==> src/ofm_defs.svh <==
`ifndef OFM_DEFS_SVH
`define OFM_DEFS_SVH

// ==========================================
// Widths
`define OFM_INSTR_W 12
`define OFM_DATA_W 8
`define OFM_ADDR_W 5
`define OFM_FILE_DEPTH 32

// ==========================================
// Opcode patterns (upper bits of the instruction word)
`define OFM_OP_IOR_HI 6'h04
`define OFM_OP_MOVE_FILE_HI 6'h08
`define OFM_OP_MOVE_LIT_HI 4'hc
`define OFM_OP_MOVE_ACC_HI 7'h01
`define OFM_OP_NOP 12'h000
`define OFM_DEST_BIT 5

// ==========================================
// Timing: one instruction cycle is four clocks
`define OFM_PHASES 4
`define OFM_DONE_DELAY 4

// ==========================================
// Reset values
`define OFM_ACC_RST 8'h00
`define OFM_ZERO_RST 1'b0

`endif

==> src/ofm_pkg.sv <==
package ofm_pkg;

	typedef enum logic [1:0] {
		PH_FETCH = 2'b00,
		PH_READ = 2'b01,
		PH_EXEC = 2'b10,
		PH_WRITE = 2'b11
	} ofm_phase_t;

	typedef enum logic [2:0] {
		OP_NONE = 3'b000,
		OP_IOR = 3'b001,
		OP_MOVE_FILE = 3'b010,
		OP_MOVE_LIT = 3'b011,
		OP_MOVE_ACC = 3'b100
	} ofm_op_t;

	typedef struct packed {
		logic en;
		logic [4:0] addr;
		logic [7:0] data;
	} ofm_file_wr_t;

	typedef struct packed {
		ofm_phase_t phase;
		ofm_op_t op;
		logic dest;
		logic [4:0] addr;
		logic [7:0] lit;
		logic [7:0] res;
		logic [7:0] acc;
		logic zero;
		logic done;
		ofm_file_wr_t file_wr;
	} ofm_state_t;

endpackage

==> src/ofm_core.sv <==
`timescale 1ns/1ps
`include "ofm_defs.svh"

// Functional notes
// - OR accumulator with addressed file register
// - OR result to accumulator or back to file
// - Move file register to selected destination
// - Destination bit zero accumulator, one file
// - File register move updates zero flag from moved value
module ofm_core (
	input wire logic clk_i,
	input wire logic rst_n_i,
	input wire logic [11:0] instr_i,
	input wire logic instr_valid_i,
	input wire logic host_wr_i,
	input wire logic [4:0] host_addr_i,
	input wire logic [7:0] host_data_i,
	output logic [7:0] acc_o,
	output logic zero_o,
	output logic done_o,
	output ofm_pkg::ofm_file_wr_t file_wr_o
);

	ofm_pkg::ofm_state_t state;
	ofm_pkg::ofm_state_t next_state;
	logic [7:0] rd_data;
	logic mem_wr_en;
	logic [4:0] mem_wr_addr;
	logic [7:0] mem_wr_data;

	// ==========================================
	// File register memory
	// Writeback wins the single write port; a host load in that clock is dropped
	always_comb begin
		if (state.phase == ofm_pkg::PH_WRITE && state.dest &&
			(state.op == ofm_pkg::OP_IOR || state.op == ofm_pkg::OP_MOVE_FILE ||
			state.op == ofm_pkg::OP_MOVE_ACC)) begin
			mem_wr_en = 1'b1;
			mem_wr_addr = state.addr;
			mem_wr_data = state.res;
		end else begin
			mem_wr_en = host_wr_i;
			mem_wr_addr = host_addr_i;
			mem_wr_data = host_data_i;
		end
	end

	ofm_file_mem #(
		.DW(`OFM_DATA_W),
		.AW(`OFM_ADDR_W),
		.DEPTH(`OFM_FILE_DEPTH)
	) u_mem (
		.clk_i(clk_i),
		.wr_en_i(mem_wr_en),
		.wr_addr_i(mem_wr_addr),
		.wr_data_i(mem_wr_data),
		.rd_addr_i(state.addr),
		.rd_data_o(rd_data)
	);

	// ==========================================
	// Decode, execute, writeback over four phases
	always_comb begin
		next_state = state;
		next_state.done = 1'b0;
		next_state.file_wr.en = 1'b0;
		unique case (state.phase)
			ofm_pkg::PH_FETCH: begin
				next_state.phase = ofm_pkg::PH_READ;
				next_state.op = ofm_pkg::OP_NONE;
				next_state.dest = instr_i[`OFM_DEST_BIT];
				next_state.addr = instr_i[4:0];
				next_state.lit = instr_i[7:0];
				// Fields latch on every fetch; only the opcode is gated, so an invalid word is a no-op
				if (instr_valid_i) begin
					if (instr_i[11:6] == `OFM_OP_IOR_HI) begin
						next_state.op = ofm_pkg::OP_IOR;
					end else if (instr_i[11:6] == `OFM_OP_MOVE_FILE_HI) begin
						next_state.op = ofm_pkg::OP_MOVE_FILE;
					end else if (instr_i[11:8] == `OFM_OP_MOVE_LIT_HI) begin
						next_state.op = ofm_pkg::OP_MOVE_LIT;
					end else if (instr_i[11:5] == `OFM_OP_MOVE_ACC_HI) begin
						next_state.op = ofm_pkg::OP_MOVE_ACC;
						next_state.dest = 1'b1;
					end
				end
			end
			ofm_pkg::PH_READ: begin
				next_state.phase = ofm_pkg::PH_EXEC;
			end
			ofm_pkg::PH_EXEC: begin
				next_state.phase = ofm_pkg::PH_WRITE;
				unique case (state.op)
					ofm_pkg::OP_IOR: next_state.res = state.acc | rd_data;
					ofm_pkg::OP_MOVE_FILE: next_state.res = rd_data;
					ofm_pkg::OP_MOVE_LIT: next_state.res = state.lit;
					ofm_pkg::OP_MOVE_ACC: next_state.res = state.acc;
					ofm_pkg::OP_NONE: next_state.res = state.res;
					default: next_state.res = state.res;
				endcase
			end
			ofm_pkg::PH_WRITE: begin
				next_state.phase = ofm_pkg::PH_FETCH;
				next_state.done = 1'b1;
				if (state.op == ofm_pkg::OP_IOR || state.op == ofm_pkg::OP_MOVE_FILE) begin
					next_state.zero = (state.res == 8'h00);
					if (state.dest) begin
						next_state.file_wr.en = 1'b1;
						next_state.file_wr.addr = state.addr;
						next_state.file_wr.data = state.res;
					end else begin
						next_state.acc = state.res;
					end
				// Literal and accumulator moves leave the zero flag alone
				end else if (state.op == ofm_pkg::OP_MOVE_LIT) begin
					next_state.acc = state.res;
				end else if (state.op == ofm_pkg::OP_MOVE_ACC) begin
					next_state.file_wr.en = 1'b1;
					next_state.file_wr.addr = state.addr;
					next_state.file_wr.data = state.res;
				end
			end
		endcase
	end

	always_ff @(posedge clk_i) begin
		// File memory keeps its contents through reset; only the core registers clear
		if (!rst_n_i) begin
			state <= '0;
			state.phase <= ofm_pkg::PH_FETCH;
			state.op <= ofm_pkg::OP_NONE;
			state.acc <= `OFM_ACC_RST;
			state.zero <= `OFM_ZERO_RST;
		end else begin
			state <= next_state;
		end
	end

	assign acc_o = state.acc;
	assign zero_o = state.zero;
	assign done_o = state.done;
	assign file_wr_o = state.file_wr;
endmodule

==> src/ofm_file_mem.sv <==
`timescale 1ns/1ps
`include "ofm_defs.svh"

module ofm_file_mem #(
	parameter int DW = `OFM_DATA_W,
	parameter int AW = `OFM_ADDR_W,
	parameter int DEPTH = `OFM_FILE_DEPTH
) (
	input wire logic clk_i,
	input wire logic wr_en_i,
	input wire logic [AW-1:0] wr_addr_i,
	input wire logic [DW-1:0] wr_data_i,
	input wire logic [AW-1:0] rd_addr_i,
	output logic [DW-1:0] rd_data_o
);

	logic [DW-1:0] mem [DEPTH];

	// ==========================================
	// Read data is registered, so it trails the address by one clock
	always_ff @(posedge clk_i) begin
		if (wr_en_i) begin
			mem[wr_addr_i] <= wr_data_i;
		end
		rd_data_o <= mem[rd_addr_i];
	end

endmodule

==> config.mk <==
export PLATFORM = sky130hd
export DESIGN_NAME = ofm_core
export DESIGN_NICKNAME = d
export VERILOG_FILES = /design/src/ofm_pkg.sv /design/src/ofm_core.sv /design/src/ofm_file_mem.sv
export VERILOG_INCLUDE_DIRS = /design/src
export SDC_FILE = /design/constraint.sdc
export NUM_CORES = 1
export LEC_CHECK = 0
export CORE_UTILIZATION = 57
export DETAILED_ROUTE_END_ITERATION = 10
export DONT_BUFFER_PORTS = 1
export GPL_ROUTABILITY_DRIVEN = 1
export PLACE_DENSITY = 0.81
export SETUP_SLACK_MARGIN = 0.15
export SLEW_MARGIN = 20
export SYNTH_ARGS = -nofsm -noshare
export SYNTH_HDL_FRONTEND = slang
export SYNTH_SLANG_ARGS = --single-unit
==> constraint.sdc <==
create_clock -name clk_i -period 2.7 [get_ports clk_i]
set_input_delay 0.675 -clock clk_i [delete_from_list [all_inputs] [get_ports clk_i]]
set_output_delay 0.675 -clock clk_i [all_outputs]
set_load 0.01 [all_outputs]
Word level (Yosys, flattened, before mapping)

Memories as Yosys holds them, arrays and structs flattened. A register that Yosys moved wholly into a read port is not among the register bits.
Cells that the tools add are included.

Multiplexer cells: 23
Reduce and logical (&&, ||, !) cells: 14
Equal/unequal tests: 14
Bitwise gates (word level): 1

Operators with widths:

| cell                                                                  | count |
|---|---|
| 14-bit 2-to-1 mux                                                     | 4 |
| 8-bit 2-to-1 mux                                                      | 4 |
| 8-bit one-hot mux with 4 select lines                                 | 1 |
| 15-bit 2-to-1 mux                                                     | 1 |
| 3-bit 2-to-1 mux                                                      | 3 |
| 8-bit zero test                                                       | 1 |
| 4-bit 2-to-1 mux                                                      | 2 |
| 8-bit bitwise OR                                                      | 1 |
| 2-bit one-hot mux with 4 select lines                                 | 1 |
| 7-bit by 1-bit equality test with 1-bit output, second input constant | 1 |
| 3-bit by 2-bit equality test with 1-bit output, second input constant | 2 |
| 6-bit by 3-bit equality test with 1-bit output, second input constant | 1 |
| 6-bit by 4-bit equality test with 1-bit output, second input constant | 1 |
| 1-bit 2-to-1 mux                                                      | 6 |
| 2-bit inequality test, second input constant                          | 3 |
| 2-bit AND reduction                                                   | 3 |
| 5-bit 2-to-1 mux                                                      | 1 |
| 2-bit equality test, second input constant                            | 2 |
| 4-bit equality test, second input constant                            | 1 |
| 4-bit AND reduction                                                   | 1 |
| 2-bit nonzero test                                                    | 2 |
| 4-bit nonzero test                                                    | 1 |
| 3-bit by 1-bit equality test with 1-bit output, second input constant | 1 |
| 3-bit equality test, second input constant                            | 1 |
| 5 further kinds                                                       | 7 |

Memories kept: 1
Memory bits (writable): 256
Register bits: 51
Output and inout port bits: 24

Memories:

| name      | words | bits a word | rd ports | clocked after memory_dff | write ports | RTL line           | RTL |
|---|---|---|---|---|---|---|---|
| u_mem.mem | 32    | 8           | 1        | 1                        | 1           | ofm_file_mem.sv:17 | `logic [DW-1:0] mem [DEPTH];` |

Longest topological paths before layout

Gate-level depths: netlist of run 1.

Depth in word-level cells: 7
Mapped depth: 7

Modules after synthesis

Synthesis of run 1 repeated with hierarchy kept, for this count alone.

Cells, all modules: 670
Area total of the unflattened synthesis: 12449.4 µm²

Modules (own cells, without submodules):

| module       | cells an instance | times used | area an instance (µm²) |
|---|---|---|---|
| ofm_file_mem | 417               | 1          | 10053.4 |
| ofm_core     | 253               | 1          | 2396.0 |

Worst setup path before layout of run 1

OpenSTA, ideal clock, no wires.

Path kind: flip-flop to flip-flop
Start point: register state[42] (netlist bit)
End point: memory u_mem.mem[20][0] (netlist bit) (enable)
Path buffers: 3
Library setup time: 370 ps
Setup slack: 432 ps
Data arrival time: 1898 ps
Stages on the path, launching flop included: 7
Clock period less this slack: 2268 ps
Cells stage by stage: dfxtp_1 > buf_2 > buf_1 > clkbuf_1 > nand3b_1 > mux2_2 > nor2_1

Word-level cells in the longest chain between the ends: 1

Ends and longest elaborated chain:

| element                  | RTL line           | RTL |
|---|---|---|
| start: declaration       | ofm_core.sv:24     | `ofm_pkg::ofm_state_t state;` |
| start signal: assignment | ofm_core.sv:135    | `state <= next_state;` |
| 5-bit 2-to-1 mux         | ofm_core.sv:35     | `if (state.phase == ofm_pkg::PH_WRITE && state.dest &&` |
| end: declaration         | ofm_file_mem.sv:17 |  |

Every way passes these cells.

Final worst setup path of run 1

Start point: register state[48] (netlist bit)
End point: memory u_mem.mem[10][4] (netlist bit) (enable)

Word-level cells in the longest chain between the ends: 7

Ends and longest elaborated chain:

| element                                                                                                                 | RTL line           | RTL |
|---|---|---|
| 3-bit by 1-bit equality test with 1-bit output / 3-bit by 2-bit equality test with 1-bit output (equally long branches) | ofm_core.sv:36     | `(state.op == ofm_pkg::OP_IOR \|\| state.op == ofm_pkg::OP_MOVE_FILE \|\|` |
| 1-bit logical OR                                                                                                        | ofm_core.sv:36     |  |
| 1-bit logical OR (*)                                                                                                    | ofm_core.sv:36     |  |
| 1-bit logical AND (*)                                                                                                   | ofm_core.sv:35     |  |
| 1-bit 2-to-1 mux                                                                                                        | ofm_core.sv:35     |  |
| 1-bit 2-to-1 mux                                                                                                        | ofm_file_mem.sv:22 | `if (wr_en_i) begin` |
| 1-bit 2-to-1 mux (implied by the code)                                                                                  | ofm_file_mem.sv:23 | `mem[wr_addr_i] <= wr_data_i;` |

Every way passes the cells marked *; elsewhere a longest branch is shown, timed or not.

==> results.md, run 1 <==
- Critical Path, Cell by Cell: o21ai_0 > o2111ai_4 > buf_4 > mux2i_1 > nor2_1
- Area of combinational cells with multiple inputs: 3620 um2
- Total global routing track utilization: 23.6%
- Number of nets in the layout: 764
- Via count: 6525
- Total power per unit cell area: 773 nW/um2
- Count of input and output buffers: 0
- Cell with the largest stage delay on the worst path: sky130_fd_sc_hd__nor2_1
- TritonCTS Buffers: 30
- Routability congestion estimate: 0.874
- Post-route clock skew: 0.0120 ns
- Peak supply drop: 0.433 mV
- Antenna violations before repair: 0
- Die extent in y: 151 um
- Synth Area per Inst: 17.6 um2
- Initial core utilization: 58.3%
- Final period util: 90.1%
- TritonCTS clock tree: yes
- Crit path buffers/inverters: 1
- TritonCTS Sinks: 310
- Max-cap violation count: 0
- Post-Synthesis Cells: 723
- Placeable Area: 21800 um2
- First-pass detailed-route iteration total: 6
- Width of the die: 151 um
- Largest stage delay, worst path: 0.62 ns
- Depth of the worst register-to-register path: 5
- Family of cells with the greatest summed delay on the critical path: simple AND/OR/NAND/NOR gates
- Post-synth top area share: 60.5%
- Setup ws final: 0.266 ns
- Number of placement rows: 54
- Final HPWL from detailed placement: 16400 um
- Final routed DRC violation total: 0
- Post-CTS Setup Inserts: 0
- Crit start category: register
- Unique masters post-synth: 39
- Final setup violation count: 0
- Sort of element at the end of the critical path: register
- Number of hold-repair buffers added at the cts stage: 0
- Final cell area excluding filler cells: 14100 um2
- Biggest area contributors in the synthesized netlist: sky130_fd_sc_hd__edfxtp_1, sky130_fd_sc_hd__mux4_2, sky130_fd_sc_hd__dfxtp_1, sky130_fd_sc_hd__mux2i_1, sky130_fd_sc_hd__mux2_2
- Initial detailed-routing violation count: 681
- Number of synthesized flops with an enable pin: 256
- Wire length of the first global-routing pass: 39100 um
- Maximum clock frequency: 0.411 GHz
- Reg-to-reg critical path startpoint: state[48]$_SDFFE_PN0N_
- Cell taking the most area after synthesis: sky130_fd_sc_hd__edfxtp_1
- Overall die area: 22900 um2
- Relative area change from synthesis to final layout: 10.9%
- Max Slew Vio Count: 0
- Core utilization of the finished layout: 64.6%
- Worst Hold Launch: rst_n_i
- Number of nets with antenna violations after detailed routing: 0
- Top-level port count: 53
- Number of levels in the clock H-tree: 1
- Area after detailed placement: 13100 um2
- Setup TNS: 0 ns
- Source-to-sink clock delay at the later pin of the worst-skew pair: 0.55 ns
- Hold/Removal Path Class: in2reg
- Root buffer cell: sky130_fd_sc_hd__clkbuf_16
- Min Hold Slack: 0.258 ns
- Static leakage: 4.44 nW
- Via density per instance: 6.31
- Worst path arrival time: 2.61 ns
- Number of diodes: 0
- Worst-case register-to-register setup slack: 0.27 ns
- Register cell area after layout: 8770 um2
- Required time at the endpoint of the critical path: 2.87 ns
- Fill cell count: 1381
- Slew of the pin with the lowest slew margin: 0.850 ns
- Most common library cells after synthesis: sky130_fd_sc_hd__edfxtp_1, sky130_fd_sc_hd__mux4_2, sky130_fd_sc_hd__dfxtp_1
- Total nets after synthesis: 756
- Sum of routed wire length over all layers: 26300 um
- Post-Place Worst Slack: -0.0207 ns
- Share of post-route cells with drive strength above 1: 26.4%
- Number of cells on the worst hold path: 1
- Primary FF master, synth: sky130_fd_sc_hd__edfxtp_1
- Maximum net fanout on the critical path: 14
- Maximum number of pins on one net before global-route repair: 59
- WL per Instance: 25.4 um
- GRT Residual Overflow: 0
- Min-Delay Endpoint: state[50]$_SDFF_PN0_
- Crit path kind: reg2reg
- Flip-flop and latch count after synthesis: 310
- Number of buffers on the longest clock path: 3
- Dominant cell by count in the synthesized netlist: sky130_fd_sc_hd__edfxtp_1
- Outcome: finished clean
- Proportion of synthesized flip-flops having asynchronous set or reset: 0%
- Cell area after technology mapping: 12700 um2
- Resized cells post-CTS: 0
- Time the worst path needs with I/O delays and setup: 2.43 ns
- RSZ-0062 raised after global routing: yes
- Worst reg2reg endpoint: u_mem.mem[10][4]$_DFFE_PP_
- Clock transition time at the flip-flop clock pins of the worst setup and hold paths: 0.06 ns
- Final hold violation count: 0
- Vias in the first global route: 6400
- Sequential cell area fraction in the yosys report: 69.0%
- Relative slew margins: 42.2%
- Synthesis Warnings: 0
metal layers:
layer  global-route usage [%]  part of all wire (%)
met5                        0                     0
met4                     7.35                   2.4
met3                     4.40                   9.1
met2                     37.4                    48
met1                     33.4                    40
cells in the final DEF (no fill, tap or decap), drive strengths merged:
| cell type | netlist | final |
|---|---|---|
| xor2 | 2 | 2 |
| or4 | 1 | 1 |
| and2 | 4 | 4 |
| clkbuf | 23 | 43 |
| mux4 | 80 | 80 |
| clkinvlp | 0 | 4 |
| nor2 | 43 | 43 |
| dfxtp | 54 | 54 |
| o21bai | 2 | 2 |
| mux2 | 20 | 20 |
| o21a | 3 | 3 |
| nand3 | 4 | 4 |
| a221o | 1 | 1 |
| edfxtp | 256 | 256 |
| inv | 4 | 4 |
| nor3b | 7 | 7 |
| nor4 | 2 | 2 |
| nand4b | 3 | 3 |
| nand3b | 3 | 3 |
| buf | 41 | 40 |
| mux2i | 46 | 46 |
| o211ai | 7 | 7 |
| clkinv | 0 | 6 |
| o32ai | 1 | 1 |
| and3b | 2 | 2 |
| nor2b | 22 | 22 |
| a21boi | 12 | 12 |
| nor3 | 2 | 2 |
| a31oi | 1 | 1 |
| nand2 | 49 | 49 |
| o21ai | 9 | 9 |
| bufinv | 0 | 2 |
| o2111ai | 1 | 1 |
| o21ba | 1 | 1 |
| ha | 4 | 4 |
| a21oi | 8 | 8 |
| nand2b | 5 | 5 |
layout make-up:
type	instances	share of cell area (%)
flip-flops and latches	310	62.2
multi-input cells	345	25.6
clock buffers	43	6.26
repair buffers	40	2.48
well taps	280	2.48
clock inverters	12	0.799
inverters	4	0.106
worst reg2reg max path: stages (launching register included):
cell and delay (ns):
sky130_fd_sc_hd__dfxtp_2 0.39, sky130_fd_sc_hd__o21ai_0 0.32, sky130_fd_sc_hd__o2111ai_4 0.25, sky130_fd_sc_hd__buf_4 0.26
sky130_fd_sc_hd__mux2i_1 0.22, sky130_fd_sc_hd__nor2_1 0.62
sequential cells by signal, indices dropped and copies added (netlist names):
| signal | flops |
|---|---|
| zero_o | 1 |
| u_mem.rd_data_o | 8 |
| acc_o | 8 |
| file_wr_o | 14 |
| state | 22 |
| done_o | 1 |
| u_mem.mem | 256 |
stage by stage:
step	instances	power, W
2_1_floorplan	723	0.00646
3_3_place_gp	979	0.00680
3_5_place_dp	979	0.00685
4_1_cts	1034	0.0110
5_1_grt	1034	0.0112
6_report	1034	0.0109
worst max-delay path by stage:
stage / from / to / slack, ns / cells past startpoint
global placement: state[48]$_SDFFE_PN0N_ / u_mem.mem[8][0]$_DFFE_PP_ / 0.16 / 4
finish: state[48]$_SDFFE_PN0N_ / u_mem.mem[10][4]$_DFFE_PP_ / 0.27 / 5
detailed placement: state[48]$_SDFFE_PN0N_ / u_mem.mem[24][0]$_DFFE_PP_ / -0.02 / 4
floorplan: state[42]$_SDFFE_PN0N_ / u_mem.mem[20][0]$_DFFE_PP_ / 0.43 / 6
CTS: state[48]$_SDFFE_PN0N_ / u_mem.mem[8][1]$_DFFE_PP_ / -0.02 / 4
global route: state[48]$_SDFFE_PN0N_ / u_mem.mem[9][4]$_DFFE_PP_ / 0.13 / 5
cells by family after synthesis:
logic type                 after synthesis  share of synthesized area [%]
AOI/OAI and AO/OA                       46                           2.46
xor gates and xnor gates                 2                          0.138
adders and majority gates                4                          0.394
buffers and inverters                   68                           2.91
DFF                                    310                           69.0
muxes                                  146                           19.6
and+or+nand+nor                        147                           5.57
report_power, final:
| group | internal, W | switching, W | leakage, nW | total (W) |
|---|---|---|---|---|
| registers | 0.00528 | 0.000130 | 2.75 | 0.00541 |
| logic | 0.000686 | 0.000663 | 1.21 | 0.00135 |
| clock network | 0.00245 | 0.00169 | 0.479 | 0.00414 |
| total | 0.00842 | 0.00248 | 4.44 | 0.0109 |
No activity file was read; power rests on OpenSTA's default activity.
==> run 2: changes to the inputs <==
CORE_MARGIN = 2   (was unset)
==> results.md, run 2 (same netlist as run 1, synthesis figures left out) <==
- Flip-flop count of the largest register, all copies and words added: 256
- Resized cells post-CTS: 1
- Crit start category: register
- Source-to-sink clock delay at the later pin of the worst-skew pair: 0.56 ns
- Initial detailed-routing violation count: 689
- Maximum net fanout on the critical path: 10
- Routability congestion estimate: 0.840
- Number of placement rows: 54
- Crit path kind: reg2reg
- Min Hold Slack: 0.246 ns
- Initial core utilization: 58.1%
- Sort of element at the end of the critical path: register
- Die extent in y: 153 um
- Commonest cells after routing, fill and taps aside: sky130_fd_sc_hd__edfxtp_1, sky130_fd_sc_hd__mux4_2, sky130_fd_sc_hd__dfxtp_1
- TritonCTS Sinks: 310
- TritonCTS clock tree: yes
- Root buffer cell: sky130_fd_sc_hd__clkbuf_16
- Max-cap violation count: 0
- Final routed DRC violation total: 0
- Total power per unit cell area: 775 nW/um2
- Top-level port count: 53
- Time the worst path needs with I/O delays and setup: 2.40 ns
- Clock transition time at the flip-flop clock pins of the worst setup and hold paths: 0.06 ns
- Via count: 6492
- Via density per instance: 6.29
- Vias in the first global route: 6518
- Peak supply drop: 0.473 mV
- GRT Residual Overflow: 0
- Total chip power: 0.0109 W
- Overall die area: 23500 um2
- TritonCTS Buffers: 30
- Required time at the endpoint of the critical path: 2.88 ns
- Post-placement cell count: 976
- First-pass detailed-route iteration total: 4
- Number of nets with antenna violations after detailed routing: 0
- Placeable Area: 21900 um2
- Final setup violation count: 0
- Number of buffers on the longest clock path: 3
- Maximum clock frequency: 0.417 GHz
- Most flop-heavy register: u_mem.mem
- Antenna violations before repair: 0
- Number of diodes: 0
- Relative slew margins: 41.0%
- Final HPWL from detailed placement: 16500 um
- Final hold violation count: 0
- Number of hold-repair buffers added at the cts stage: 0
- Final period util: 88.8%
- Outcome: finished clean
- Post-route clock skew: 0.0143 ns
- Wire length of the first global-routing pass: 40700 um
- Post-CTS Setup Inserts: 0
- RSZ-0062 raised after global routing: no
- Most common cell after layout, fill and taps aside: sky130_fd_sc_hd__edfxtp_1
- Static leakage: 4.44 nW
- Core utilization of the finished layout: 64.2%
- Worst path arrival time: 2.57 ns
- Share of post-route cells with drive strength above 1: 25.0%
- Width of the die: 153 um
- WL per Instance: 25.2 um
- Relative area change from synthesis to final layout: 10.5%
- Setup TNS: 0 ns
- Sum of routed wire length over all layers: 26000 um
- Slew of the pin with the lowest slew margin: 0.860 ns
- Number of levels in the clock H-tree: 1
- Number of nets in the layout: 761
- Count of input and output buffers: 0
- Max Slew Vio Count: 0
- Maximum number of pins on one net before global-route repair: 59
- Final Instance Count excl. Fillers: 1032
- Hold/Removal Path Class: in2reg
- Total global routing track utilization: 22.9%
-- run 2: cell types whose count changed in the layout (fill, tap and decap cells not counted), sizes merged --
cell      change
clkbuf        -4
clkinv        +6
buf           -3
clkinvlp      -2
bufinv        +1
-- run 2: critical path: stages, from the launching register on --
cell                        delay, ns
sky130_fd_sc_hd__dfxtp_1         0.35
sky130_fd_sc_hd__ha_1            0.27
sky130_fd_sc_hd__o2111ai_2       0.23
sky130_fd_sc_hd__buf_4           0.26
sky130_fd_sc_hd__mux2i_1         0.23
sky130_fd_sc_hd__nor2_1          0.68
-- run 2: worst paths after layout --
kind / startpoint / endpoint / slack (ns) / depth (start not counted)
worst max register to register: state[50]$_SDFF_PN0_ / u_mem.mem[8][1]$_DFFE_PP_ / 0.30 / 5
worst max-delay path: state[50]$_SDFF_PN0_ / u_mem.mem[8][1]$_DFFE_PP_ / 0.30 / 5
worst min-delay path: rst_n_i / state[49]$_SDFF_PN0_ / 0.25 / 1
worst min register to register: state[37]$_SDFFE_PN0N_ / state[37]$_SDFFE_PN0N_ / 0.50 / 2
-- run 2: layer usage --
layer / up-vias / routed length (um) / global-route usage (%)
met5: - / 40 / 1.24
met4: 2 / 778 / 6.95
met3: 40 / 2090 / 4.71
met2: 308 / 12300 / 35.8
met1: 3334 / 10700 / 33.0
li1: 2808 / - / -
-- run 2: report_power, final --
| group | internal, W | total, W | switching (W) | leakage (nW) |
|---|---|---|---|---|
| logic | 0.000675 | 0.00133 | 0.000651 | 1.20 |
| clock network | 0.00242 | 0.00414 | 0.00172 | 0.485 |
| registers | 0.00528 | 0.00543 | 0.000146 | 2.75 |
| total | 0.00838 | 0.0109 | 0.00251 | 4.44 |
-- run 2: cell type report --
type | count | area (um2)
fill | 1427 | 7840
sequential | 310 | 8770
tap | 280 | 350
inverter | 4 | 15.0
multi-input combinational | 345 | 3590
clock inverter | 17 | 183
clock buffer | 39 | 815
timing repair buffer | 37 | 328
-- run 2: through the flow --
step | setup slack, ns | instance area, um2
3_5_place_dp | 0.139 | 13000
5_1_grt | 0.204 | 14000
4_1_cts | 0.338 | 14000
2_1_floorplan | 0.432 | 12700
3_3_place_gp | 0.301 | 13000
6_report | 0.303 | 14000
==> run 3: changes to the inputs <==
SLEW_MARGIN = unset   (was 20)
clock period = 3.1 ns   (was 2.7 ns; I/O delays follow)
==> results.md, run 3 (same netlist as run 1, synthesis figures left out) <==
- Min Hold Slack: 0.354 ns
- Core utilization of the finished layout: 63.2%
- Max Slew Vio Count: 0
- Wire length of the first global-routing pass: 41000 um
- Post-CTS Setup Inserts: 0
- Sort of element at the end of the critical path: register
- Final Instance Count excl. Fillers: 1005
- Net switching power: 0.00220 W
- Overall die area: 23500 um2
- Number of cells on the worst hold path: 1
- Placeable Area: 21900 um2
- Slew of the pin with the lowest slew margin: 1.07 ns
- TritonCTS Sinks: 310
- Most common cell after layout, fill and taps aside: sky130_fd_sc_hd__edfxtp_1
- Worst-case register-to-register setup slack: 0.25 ns
- Logic pwr share: 12.1%
- Root buffer cell: sky130_fd_sc_hd__clkbuf_16
- First-pass detailed-route iteration total: 5
- WL per Instance: 26.6 um
- Number of hold-repair buffers added at the cts stage: 0
- Share of post-route cells with drive strength above 1: 22.3%
- Peak supply drop: 0.397 mV
- Cell with the largest stage delay on the worst path: sky130_fd_sc_hd__mux2i_1
- Outcome: finished clean
- Width of the die: 153 um
- Total global routing track utilization: 23.2%
- Sum of routed wire length over all layers: 26700 um
- Critical Path, Cell by Cell: xor2_1 > o2111ai_2 > mux2i_1 > nor2_1
- Number of diodes: 0
- Flip-flop count of the largest register, all copies and words added: 256
- TritonCTS clock tree: yes
- Worst path arrival time: 3.05 ns
- Routability congestion estimate: 0.885
- Worst Hold Launch: rst_n_i
- Worst reg2reg endpoint: u_mem.mem[0][5]$_DFFE_PP_
- Largest stage delay, worst path: 0.93 ns
- Crit start category: register
- Relative slew margins: 27.0%
- Maximum net fanout on the critical path: 14
- Switching share of total power: 23.2%
- Final hold violation count: 0
- Post-route clock skew: 0.0194 ns
- Total power per unit cell area: 685 nW/um2
- Final period util: 92.1%
- Number of buffers on the longest clock path: 3
- Most flop-heavy register: u_mem.mem
- Max-cap violation count: 0
- Family of cells with the greatest summed delay on the critical path: multiplexers
- GRT Residual Overflow: 0
- Resized cells post-CTS: 0
- Setup TNS: 0 ns
- Vias in the first global route: 6552
- Number of placement rows: 54
- Number of nets with antenna violations after detailed routing: 0
- Post-placement cell count: 952
- Relative area change from synthesis to final layout: 8.81%
- Required time at the endpoint of the critical path: 3.29 ns
- Area after detailed placement: 12900 um2
- Top-level port count: 53
- Die extent in y: 153 um
- Final setup violation count: 0
- Final cell area excluding filler cells: 13800 um2
- Min-Delay Endpoint: acc_o[3]$_SDFFE_PN0P_
- Crit path buffers/inverters: 0
- Clock transition time at the flip-flop clock pins of the worst setup and hold paths: 0.06 ns
- Fill cell count: 1436
- TritonCTS Buffers: 30
- Reg-to-reg critical path startpoint: state[48]$_SDFFE_PN0N_
- Initial detailed-routing violation count: 713
- Final routed DRC violation total: 0
- Initial core utilization: 58.1%
- Design internal power: 0.00728 W
- Final HPWL from detailed placement: 16900 um
- Hold/Removal Path Class: in2reg
- Count of input and output buffers: 0
- Via count: 6385
- Maximum number of pins on one net before global-route repair: 76
- Time the worst path needs with I/O delays and setup: 2.85 ns
- RSZ-0062 raised after global routing: yes
- Antenna violations before repair: 1
- Number of levels in the clock H-tree: 1
- Static leakage: 4.30 nW
- Clock power share: 38.0%
- Crit path kind: reg2reg
- Via density per instance: 6.35
- Relative contribution of sequential cells to total power: 49.9%
- Number of nets in the layout: 737
- Commonest cells after routing, fill and taps aside: sky130_fd_sc_hd__edfxtp_1, sky130_fd_sc_hd__mux4_2, sky130_fd_sc_hd__dfxtp_1
- Source-to-sink clock delay at the later pin of the worst-skew pair: 0.56 ns
- Maximum clock frequency: 0.350 GHz
- Depth of the worst register-to-register path: 4
[run 3: power groups by stage]
stage	combinational [W]	clock, W	sequential, W
after floorplan	0.000903	0	0.00472
after global placement	0.00111	0	0.00481
after detailed placement	0.00114	0	0.00481
after CTS	0.00115	0.00364	0.00472
after global routing	0.00122	0.00380	0.00474
final	0.00114	0.00360	0.00472
[run 3: layer usage]
metal / wire [um] / track usage, %
met1: 10900 / 32.7
met2: 12700 / 36.3
met3: 2220 / 5.76
met4: 884 / 7.25
met5: 0 / 0
[run 3: worst max-delay path by stage]
stage	start	endpoint	slack, ns	depth (start not counted)
after global placement	state[48]$_SDFFE_PN0N_	u_mem.mem[0][0]$_DFFE_PP_	0.27	4
after CTS	state[48]$_SDFFE_PN0N_	u_mem.mem[0][5]$_DFFE_PP_	0.23	4
final	state[48]$_SDFFE_PN0N_	u_mem.mem[0][5]$_DFFE_PP_	0.25	4
after detailed placement	state[48]$_SDFFE_PN0N_	u_mem.mem[0][2]$_DFFE_PP_	0.20	4
after floorplan	state[42]$_SDFFE_PN0N_	u_mem.mem[20][0]$_DFFE_PP_	0.83	6
after global routing	state[48]$_SDFFE_PN0N_	u_mem.mem[0][0]$_DFFE_PP_	0.09	4
[run 3: metrics by stage]
step | worst slack (ns) | total power (W)
6_report | 0.246 | 0.00947
5_1_grt | 0.0911 | 0.00976
2_1_floorplan | 0.832 | 0.00563
4_1_cts | 0.225 | 0.00951
3_3_place_gp | 0.270 | 0.00591
3_5_place_dp | 0.203 | 0.00595
[run 3: cell type report]
cell class | count | area (um2) | share of cell area, %
clock inverter | 20 | 216 | 1.56
multi-input combinational | 345 | 3580 | 25.9
inverter | 4 | 15.0 | 0.109
clock buffer | 33 | 762 | 5.51
tap | 280 | 350 | 2.53
timing repair buffer | 13 | 135 | 0.977
sequential | 310 | 8770 | 63.4
